`config.mk`:
```
export PLATFORM = sky130hd
export DESIGN_NAME = pwsc_reg
export DESIGN_NICKNAME = d
export VERILOG_FILES = /design/src/rtl/pwsc_pkg.sv /design/src/rtl/pwsc_reg.sv /design/src/rtl/pwsc_sync.sv
export SDC_FILE = /design/constraint.sdc
export NUM_CORES = 1
export LEC_CHECK = 0
export BUFFER_PORTS_ARGS = -buffer_cell sky130_fd_sc_hd__buf_2
export CAP_MARGIN = 40
export CORE_MARGIN = 5
export CORE_UTILIZATION = 43
export CTS_BUF_LIST = sky130_fd_sc_hd__clkbuf_4 sky130_fd_sc_hd__clkbuf_8 sky130_fd_sc_hd__clkbuf_16
export CTS_CLUSTER_SIZE = 16
export DETAILED_ROUTE_END_ITERATION = 12
export GPL_ROUTABILITY_DRIVEN = 0
export PLACE_DENSITY = 0.79
export SYNTH_ARGS = -nofsm -noshare
export SYNTH_HDL_FRONTEND = slang
export SYNTH_SLANG_ARGS = --single-unit
export TNS_END_PERCENT = 20
```
`constraint.sdc`:
```
create_clock -name i_mclk -period 0.8 [get_ports i_mclk]
set_clock_uncertainty 0.05 [all_clocks]
set_input_delay 0.04 -clock i_mclk [delete_from_list [all_inputs] [get_ports i_mclk]]
set_output_delay 0.04 -clock i_mclk [all_outputs]
set_load 0.02 [all_outputs]
```
`src/rtl/pwsc_pkg.sv`:
```
package pwsc_pkg;
  // ==========================================================
  // Register layout
  localparam logic [7:0] PWSC_ADDR_REG      = 8'h00;
  localparam int         PWSC_BIT_WARN_FLAG = 7;
  localparam int         PWSC_BIT_WARN_ACK  = 6;
  localparam int         PWSC_BIT_DET_SEL   = 5;
  localparam int         PWSC_BIT_WARN_SEL  = 4;
  localparam int         PWSC_BIT_DEEP_FLAG = 3;
  localparam int         PWSC_BIT_DEEP_ACK  = 2;
  localparam int         PWSC_BIT_DEPTH     = 0;
  localparam logic [7:0] PWSC_RESET_VALUE   = 8'h00;
  // Number of flops in the pin synchroniser
  localparam int         PWSC_SYNC_STAGES   = 2;
endpackage

```
`src/rtl/pwsc_reg.sv`:
```
`timescale 1ns/10ps
`default_nettype none
module pwsc_reg (
  // Clock and resets
  input  wire logic       i_mclk,
  input  wire logic       i_rst_n,
  input  wire logic       i_sys_rst_n,
  // Register port
  input  wire logic [7:0] i_addr,
  input  wire logic [7:0] i_wdata,
  input  wire logic       i_wr,
  input  wire logic       i_rd,
  output logic      [7:0] o_rdata,
  // Analog and power controller status
  input  wire logic       i_warn_cmp,
  input  wire logic       i_deep_wake,
  // Controls to comparators and stop logic
  output logic            o_detect_voltage_select,
  output logic            o_warning_voltage_select,
  output logic            o_stop_depth_control
);
  import pwsc_pkg::*;

  // ==========================================================
  // Reset release and pin synchronisers
  logic rst_sync_n;
  logic sys_sync_n;
  logic warn_s;
  logic wake_s;

  pwsc_sync u_por_sync (
    .i_mclk  (i_mclk),
    .i_rst_n (i_rst_n),
    .i_async (1'b1),
    .o_sync  (rst_sync_n)
  );

  // Secondary reset is itself cleared by power-on reset
  pwsc_sync u_sys_sync (
    .i_mclk  (i_mclk),
    .i_rst_n (i_rst_n),
    .i_async (i_sys_rst_n),
    .o_sync  (sys_sync_n)
  );

  pwsc_sync u_warn_sync (
    .i_mclk  (i_mclk),
    .i_rst_n (rst_sync_n),
    .i_async (i_warn_cmp),
    .o_sync  (warn_s)
  );

  pwsc_sync u_wake_sync (
    .i_mclk  (i_mclk),
    .i_rst_n (rst_sync_n),
    .i_async (i_deep_wake),
    .o_sync  (wake_s)
  );

  // ==========================================================
  // State
  typedef struct packed {
    logic       supply_warning_flag;
    logic       detect_voltage_select;
    logic       warning_voltage_select;
    logic       deep_stop_wake_flag;
    logic       stop_depth_control;
    logic       depth_locked;
    logic [7:0] rdata;
  } pwsc_state_t;

  pwsc_state_t st_q;
  pwsc_state_t st_d;
  logic        wr_hit;
  logic        rd_hit;
  logic [7:0]  view;

  assign wr_hit = i_wr && (i_addr == PWSC_ADDR_REG);
  assign rd_hit = i_rd && (i_addr == PWSC_ADDR_REG);

  // Read view; ack positions and bit 1 stay zero
  always_comb begin
    view = 8'h00;
    view[PWSC_BIT_WARN_FLAG] = st_q.supply_warning_flag;
    view[PWSC_BIT_DET_SEL]   = st_q.detect_voltage_select;
    view[PWSC_BIT_WARN_SEL]  = st_q.warning_voltage_select;
    view[PWSC_BIT_DEEP_FLAG] = st_q.deep_stop_wake_flag;
    view[PWSC_BIT_DEPTH]     = st_q.stop_depth_control;
  end

  // Next state; hardware set beats software clear
  always_comb begin
    st_d = st_q;
    st_d.rdata = rd_hit ? view : 8'h00;
    // Warning flag: ack only clears when comparator is quiet
    if (wr_hit && i_wdata[PWSC_BIT_WARN_ACK] && !warn_s) begin
      st_d.supply_warning_flag = 1'b0;
    end
    if (warn_s) begin
      st_d.supply_warning_flag = 1'b1;
    end
    // Deep stop wake flag
    if (wr_hit && i_wdata[PWSC_BIT_DEEP_ACK]) begin
      st_d.deep_stop_wake_flag = 1'b0;
    end
    if (wake_s) begin
      st_d.deep_stop_wake_flag = 1'b1;
    end
    if (wr_hit) begin
      st_d.detect_voltage_select  = i_wdata[PWSC_BIT_DET_SEL];
      st_d.warning_voltage_select = i_wdata[PWSC_BIT_WARN_SEL];
      // Only the first write after reset reaches the depth bit
      if (!st_q.depth_locked) begin
        st_d.stop_depth_control = i_wdata[PWSC_BIT_DEPTH];
        st_d.depth_locked       = 1'b1;
      end
    end
  end

  // Power-on clears everything; a system reset keeps the selects
  always_ff @(posedge i_mclk or negedge rst_sync_n) begin
    if (!rst_sync_n) begin
      st_q <= '0;
    end else if (!sys_sync_n) begin
      st_q.supply_warning_flag <= PWSC_RESET_VALUE[7];
      st_q.deep_stop_wake_flag <= PWSC_RESET_VALUE[3];
      st_q.stop_depth_control  <= PWSC_RESET_VALUE[0];
      st_q.depth_locked        <= 1'b0;
      st_q.rdata               <= 8'h00;
    end else begin
      st_q <= st_d;
    end
  end

  assign o_rdata                  = st_q.rdata;
  assign o_detect_voltage_select  = st_q.detect_voltage_select;
  assign o_warning_voltage_select = st_q.warning_voltage_select;
  assign o_stop_depth_control     = st_q.stop_depth_control;
endmodule
`default_nettype wire

```
`src/rtl/pwsc_sync.sv`:
```
`timescale 1ns/10ps
`default_nettype none
// ============================================================
// Two-flop level synchroniser for asynchronous pin inputs
module pwsc_sync (
  // Clock and reset
  input  wire logic i_mclk,
  input  wire logic i_rst_n,
  // Level in and out
  input  wire logic i_async,
  output logic      o_sync
);
  import pwsc_pkg::*;

  typedef struct packed {
    logic [PWSC_SYNC_STAGES-1:0] stage;
  } pwsc_sync_t;

  pwsc_sync_t s_q;
  pwsc_sync_t s_d;

  // Shift chain; only the last stage is ever read
  always_comb begin
    s_d = s_q;
    s_d.stage = {s_q.stage[PWSC_SYNC_STAGES-2:0], i_async};
  end

  always_ff @(posedge i_mclk or negedge i_rst_n) begin
    if (!i_rst_n) begin
      s_q <= '0;
    end else begin
      s_q <= s_d;
    end
  end

  assign o_sync = s_q.stage[PWSC_SYNC_STAGES-1];
endmodule
`default_nettype wire

```
==> flow_summary.toml, run 1 <==
[grt]
antenna_found_initial = 0
grt_pass1_wl_um = 2330
grt_pass1_vias = 543
grt_overflow = 0
grt_max_degree = 12
track_usage_pct = 12.1

[hold_path]
min_from = "i_addr[4]"
hold_path_class = "in2reg"
hold_end = "o_rdata[3]"
min_delay_path_depth = 4

[drt]
dr.pass1.iters = 2
dr_total_vias = 502
wl_met3_um = 118
top_layer_used = "met4"
vias_per_cell = 4.65
ant_nets = 0
routed_wl_um = 1310
drt-met1-wl_um = 413
avgRoutedWirePerCell_um = 12.1
drc_errors = 0
drt-initial-drc-count = 2
wl_met2_um = 762

[critical_path]
r2r_cells = 2
critical_path_class = "reg2reg"
cp_max_fo = 3
required_ns = 0.94
regToRegSetupSlack_ns = -0.23
reg2reg_to = "o_detect_voltage_select"
critPathLaunchType = "flip-flop"
crit_arrival_ns = 1.17
rr_startpoint = "u_sys_sync.s_q[1]"
end_kind = "flip-flop"

[synthesis]
synth_area_um2 = 716
synthCells = 54
synth-seq-cells = 19
ys_warn_count = 0
synth_area_per_cell_um2 = 13.3
synth.distinct_cells = 18
synth.yosys.seq_area_share_pct = 66.4

[floorplanning]
fp.dieH_um = 50.8
fp.coreArea_mm2 = 0.00154
dieArea_mm2 = 0.00258
ios = 34
die_w_um = 50.8
num_rows = 14
start_util_pct = 46.4

[power_and_ir_drop]
ir_drop_v = 0.00130
power.leakage_uw = 0.000523
p_per_area_mw_per_mm2 = 1670

[outcome]
status = "complete, but fails checks"
violations = "hold timing, setup timing"

[timing]
setup_viol = 19
setup_slack_ns = -0.233
min_period_over_period_pct = 129
fmax_mhz = 968
finalHoldViolCount = 1
rsz0062_at_grt = "true"
fin_crit_ns = 1.03
holdWs_ns = -0.0366
drv_slew = 0

[placement]
io_buffers = 27
place_ws_ns = -0.420
dp_hpwl_um = 1000

[clock_network]
cts_buffer_depth = 2
ctsHtreeMaxLevel = 1
clock_latency_ns = 0.29
cts_sinks = 19
clk_pin_slew_ns = 0.10
cts_buffers = 3
hold_buffers = 10
root_buffer = "clkbuf_4"
cts_tree = "done"

[layout]
antenna_cells = 0
layout.nets = 116
post_route_cells_drive_above_1_share_pct = 43.5
fillers = 122
area_delta_synth_final_pct = 39.2
final_cell_mix = "buf_2 (26), dfrtp_1 (19), dlygate4sd3_1 (10)"
mostFrequentLayoutCell = "buf_2"

[flow_run]
maxCapViolCount = 0
[layout make-up]
type                            instances  area [um^2]  area share [%]
Tap cell                               16         20.0            2.01
Timing Repair Buffer                   40          264            26.5
Multi-Input combinational cell         27          199            20.0
Inverter                                2         7.51           0.754
Sequential cell                        19          475            47.7
Clock buffer                            4         30.0            3.02
[repair_timing]
| item | in CTS | in global routing |
|---|---|---|
| resized for setup | 1 | 2 |
| endpoints found under the hold margin | 13 | 1 |
| setup buffers | 1 | 0 |
| gates cloned | 0 | 0 |
| setup endpoints to repair | 19 | 19 |
[registers in the layout (all words and copies together), names as in the netlist]
register / flops
o_stop_depth_control: 1
u_por_sync.s_q: 2
o_warning_voltage_select: 1
o_detect_voltage_select: 1
o_rdata: 5
st_q: 3
u_warn_sync.s_q: 2
u_sys_sync.s_q: 2
u_wake_sync.s_q: 2
[kinds of logic after synthesis]
family | count (synthesis) | share of synthesized area (%)
compound gates | 5 | 4.20
buf+inv | 10 | 9.44
flops | 19 | 66.4
mux | 3 | 4.55
other cells | 2 | 1.05
simple gates | 15 | 14.3
[cell usage after synthesis]
cell type / count / area (um^2)
dfrtp_1: 19 / 475
buf_4: 8 / 60.1
and2_1: 4 / 25.0
nand2_1: 3 / 11.3
a31oi_1: 2 / 12.5
conb_1: 2 / 7.51
inv_1: 2 / 7.51
mux2_2: 2 / 22.5
nor4_2: 2 / 25.0
o21ai_0: 2 / 10.0
and3_2: 1 / 7.51
and4_2: 1 / 10.0
mux2i_1: 1 / 10.0
nand3_1: 1 / 5.00
nand4_1: 1 / 6.26
nand4b_1: 1 / 8.76
nor2_1: 1 / 3.75
o21a_1: 1 / 7.51
[stage by stage]
stage | setup TNS (ns) | util [%] | total power [uW] | instances | instance area (um^2)
after floorplan | -1.15 | - | 1080 | 56 | 741
after global placement | -2.33 | 55.2 | 1140 | 93 | 851
after detailed placement | -2.99 | 55.2 | 1150 | 93 | 851
after CTS | -2.70 | 64.2 | 1690 | 108 | 990
after global routing | -3.35 | 64.6 | 1760 | 108 | 996
final | -2.47 | 64.6 | 1660 | 108 | 996
[how the worst max path moves through the flow]
stage	start	end	slack [ns]	depth (start not counted)
after global routing	u_sys_sync.s_q[1]	o_warning_voltage_select	-0.29	2
after CTS	u_sys_sync.s_q[1]	o_detect_voltage_select	-0.25	2
after global placement	i_addr[7]	o_warning_voltage_select	-0.34	4
after detailed placement	i_addr[7]	o_detect_voltage_select	-0.42	4
final	u_sys_sync.s_q[1]	o_detect_voltage_select	-0.23	2
after floorplan	u_sys_sync.s_q[1]	o_detect_voltage_select	-0.22	2
[worst max-delay path: stages (launching register included)]
cell     delay (ns)
dfrtp_1        0.41
nand4_1        0.13
mux2_2         0.34
[where the power goes]
part | switching (uW) | internal, uW | leakage (uW)
Combinational | 76.5 | 89.0 | 0.000260
Clock | 263 | 228 | 0.0000184
Sequential | 15.5 | 990 | 0.000244
[per-layer routing]
metal  vias to the layer above  GRT usage, %
met3                         3          5.62
met2                        18          23.8
met5                         -             0
met1                       235          10.9
met4                         0          2.55
li1                        246             -
No activity file was read; power rests on OpenSTA's default activity.
==> run 2: changes to the inputs <==
--- a/config.mk
+++ b/config.mk
@@ -13,7 +13,7 @@
 export CTS_CLUSTER_SIZE = 16
 export DETAILED_ROUTE_END_ITERATION = 12
 export GPL_ROUTABILITY_DRIVEN = 0
-export PLACE_DENSITY = 0.79
+export PLACE_DENSITY_LB_ADDON = 0.25
 export SYNTH_ARGS = -nofsm -noshare
 export SYNTH_HDL_FRONTEND = slang
 export SYNTH_SLANG_ARGS = --single-unit
==> run 2 against run 1 <==
  * The flow still finishes with violations (hold timing, setup timing)
  * Hold slack gained 0.0027 ns
  * Combinational power is 11% higher
  * Die area stayed put
  * Final cell count up 3.7%
  * Critical path depth unchanged
  * Sequential power hardly changed
  * Largest power group unchanged
  * Highest routed layer is now met3
==> flow_summary.toml, run 2 (synthesis results as in run 1) <==
[drt]
drt-initial-drc-count = 0
avgRoutedWirePerCell_um = 11.6
ant_nets = 0
dr_total_vias = 514
vias_per_cell = 4.59
routed_wl_um = 1300
dr.pass1.iters = 1
drc_errors = 0

[floorplanning]
fp.dieH_um = 50.8
die_w_um = 50.8
num_rows = 14
fp.coreArea_mm2 = 0.00154
start_util_pct = 46.4
dieArea_mm2 = 0.00258
ios = 34

[clock_network]
cts_buffer_depth = 2
cts_sinks = 19
root_buffer = "clkbuf_4"
clock_latency_ns = 0.28
cts_tree = "done"
clk_pin_slew_ns = 0.09
cts_buffers = 3
ctsHtreeMaxLevel = 1

[layout]
largest_reg_flops = 5
final_cell_mix = "buf_2 (25), dfrtp_1 (19), dlygate4sd3_1 (10), buf_4 (5)"
post_route_cells_drive_above_1_share_pct = 46.9
mostFrequentLayoutCell = "buf_2"
layout.nets = 120
fillers = 113
postLayoutCellArea_mm2 = 0.00104
antenna_cells = 0
area_delta_synth_final_pct = 45.6
finalCoreUtilization_pct = 67.6

[timing]
min_period_over_period_pct = 129
fmax_mhz = 969
holdWs_ns = -0.0339
setup_viol = 19
finalHoldViolCount = 1
drv_slew = 0
rsz0062_at_grt = "true"
fin_crit_ns = 1.03
setup_slack_ns = -0.232

[hold_path]
hold_path_class = "in2reg"

[placement]
dp_hpwl_um = 942
post_dp_cell_area_um2 = 881
io_buffers = 27
place_ws_ns = -0.368

[grt]
grt_pass1_vias = 547
grt_overflow = 0
track_usage_pct = 11.1
grt_max_degree = 16
antenna_found_initial = 0
grt_pass1_wl_um = 2180

[power_and_ir_drop]
ir_drop_v = 0.00122
power.leakage_uw = 0.000546
p_per_area_mw_per_mm2 = 1600

[critical_path]
critical_path_class = "reg2reg"
critPathLaunchType = "flip-flop"
cp_max_fo = 3
regToRegSetupSlack_ns = -0.23
crit_arrival_ns = 1.16
required_ns = 0.93
end_kind = "flip-flop"

[outcome]
status = "complete, but fails checks"
violations = "hold timing, setup timing"

[flow_run]
maxCapViolCount = 0
==> run 2: report_power, final <==
part           switching (uW)  internal (uW)  leakage [uW]
logic                    82.2            102      0.000284
clock network             249            228     0.0000184
registers                15.5            990      0.000244
==> run 2: worst paths after layout <==
check                                        from                        to  cells past startpoint
worst max-delay path            u_sys_sync.s_q[1]   o_detect_voltage_select                      2
min in group asynchronous                 i_rst_n         u_sys_sync.s_q[0]                      2
max in group asynchronous       u_por_sync.s_q[1]        u_warn_sync.s_q[0]                      1
worst min register to register  u_por_sync.s_q[1]  o_warning_voltage_select                      1
worst min-delay path                    i_addr[4]                o_rdata[3]                      4
worst max register to register  u_sys_sync.s_q[1]   o_detect_voltage_select                      2
==> run 2: repair_timing <==
item	CTS	global route
setup buffers	1	0
pin swaps	0	0
hold buffers	9	1
endpoints found under the setup margin	19	19
gates resized for setup	8	0
hold endpoints to repair	13	2
==> run 2: stage by stage <==
stage	instances	total power, uW	setup TNS (ns)
2_1_floorplan	56	1080	-1.15
3_3_place_gp	97	1150	-2.90
3_5_place_dp	97	1160	-3.22
4_1_cts	111	1680	-3.04
5_1_grt	112	1760	-3.72
6_report	112	1670	-2.86
==> run 2: routing by layer <==
metal | track usage [%] | vias to the layer above | wire length [um]
met3 | 5.33 | 0 | 118
met1 | 10.3 | 243 | 416
li1 | - | 252 | -
met5 | 0 | - | 0
met2 | 21.3 | 19 | 760
met4 | 2.55 | 0 | 0
==> run 2: layout make-up <==
type	instances	area, um^2	share of cell area, %
Sequential cell	19	475	45.6
Tap cell	16	20.0	1.92
Inverter	2	7.51	0.720
Timing Repair Buffer	44	308	29.5
Clock buffer	4	30.0	2.88
Multi-Input combinational cell	27	201	19.3
==> run 2: critical path: stages, from the launching register on <==
cell and delay (ns):
dfrtp_1 0.41, nand4_1 0.12, mux2_2 0.34
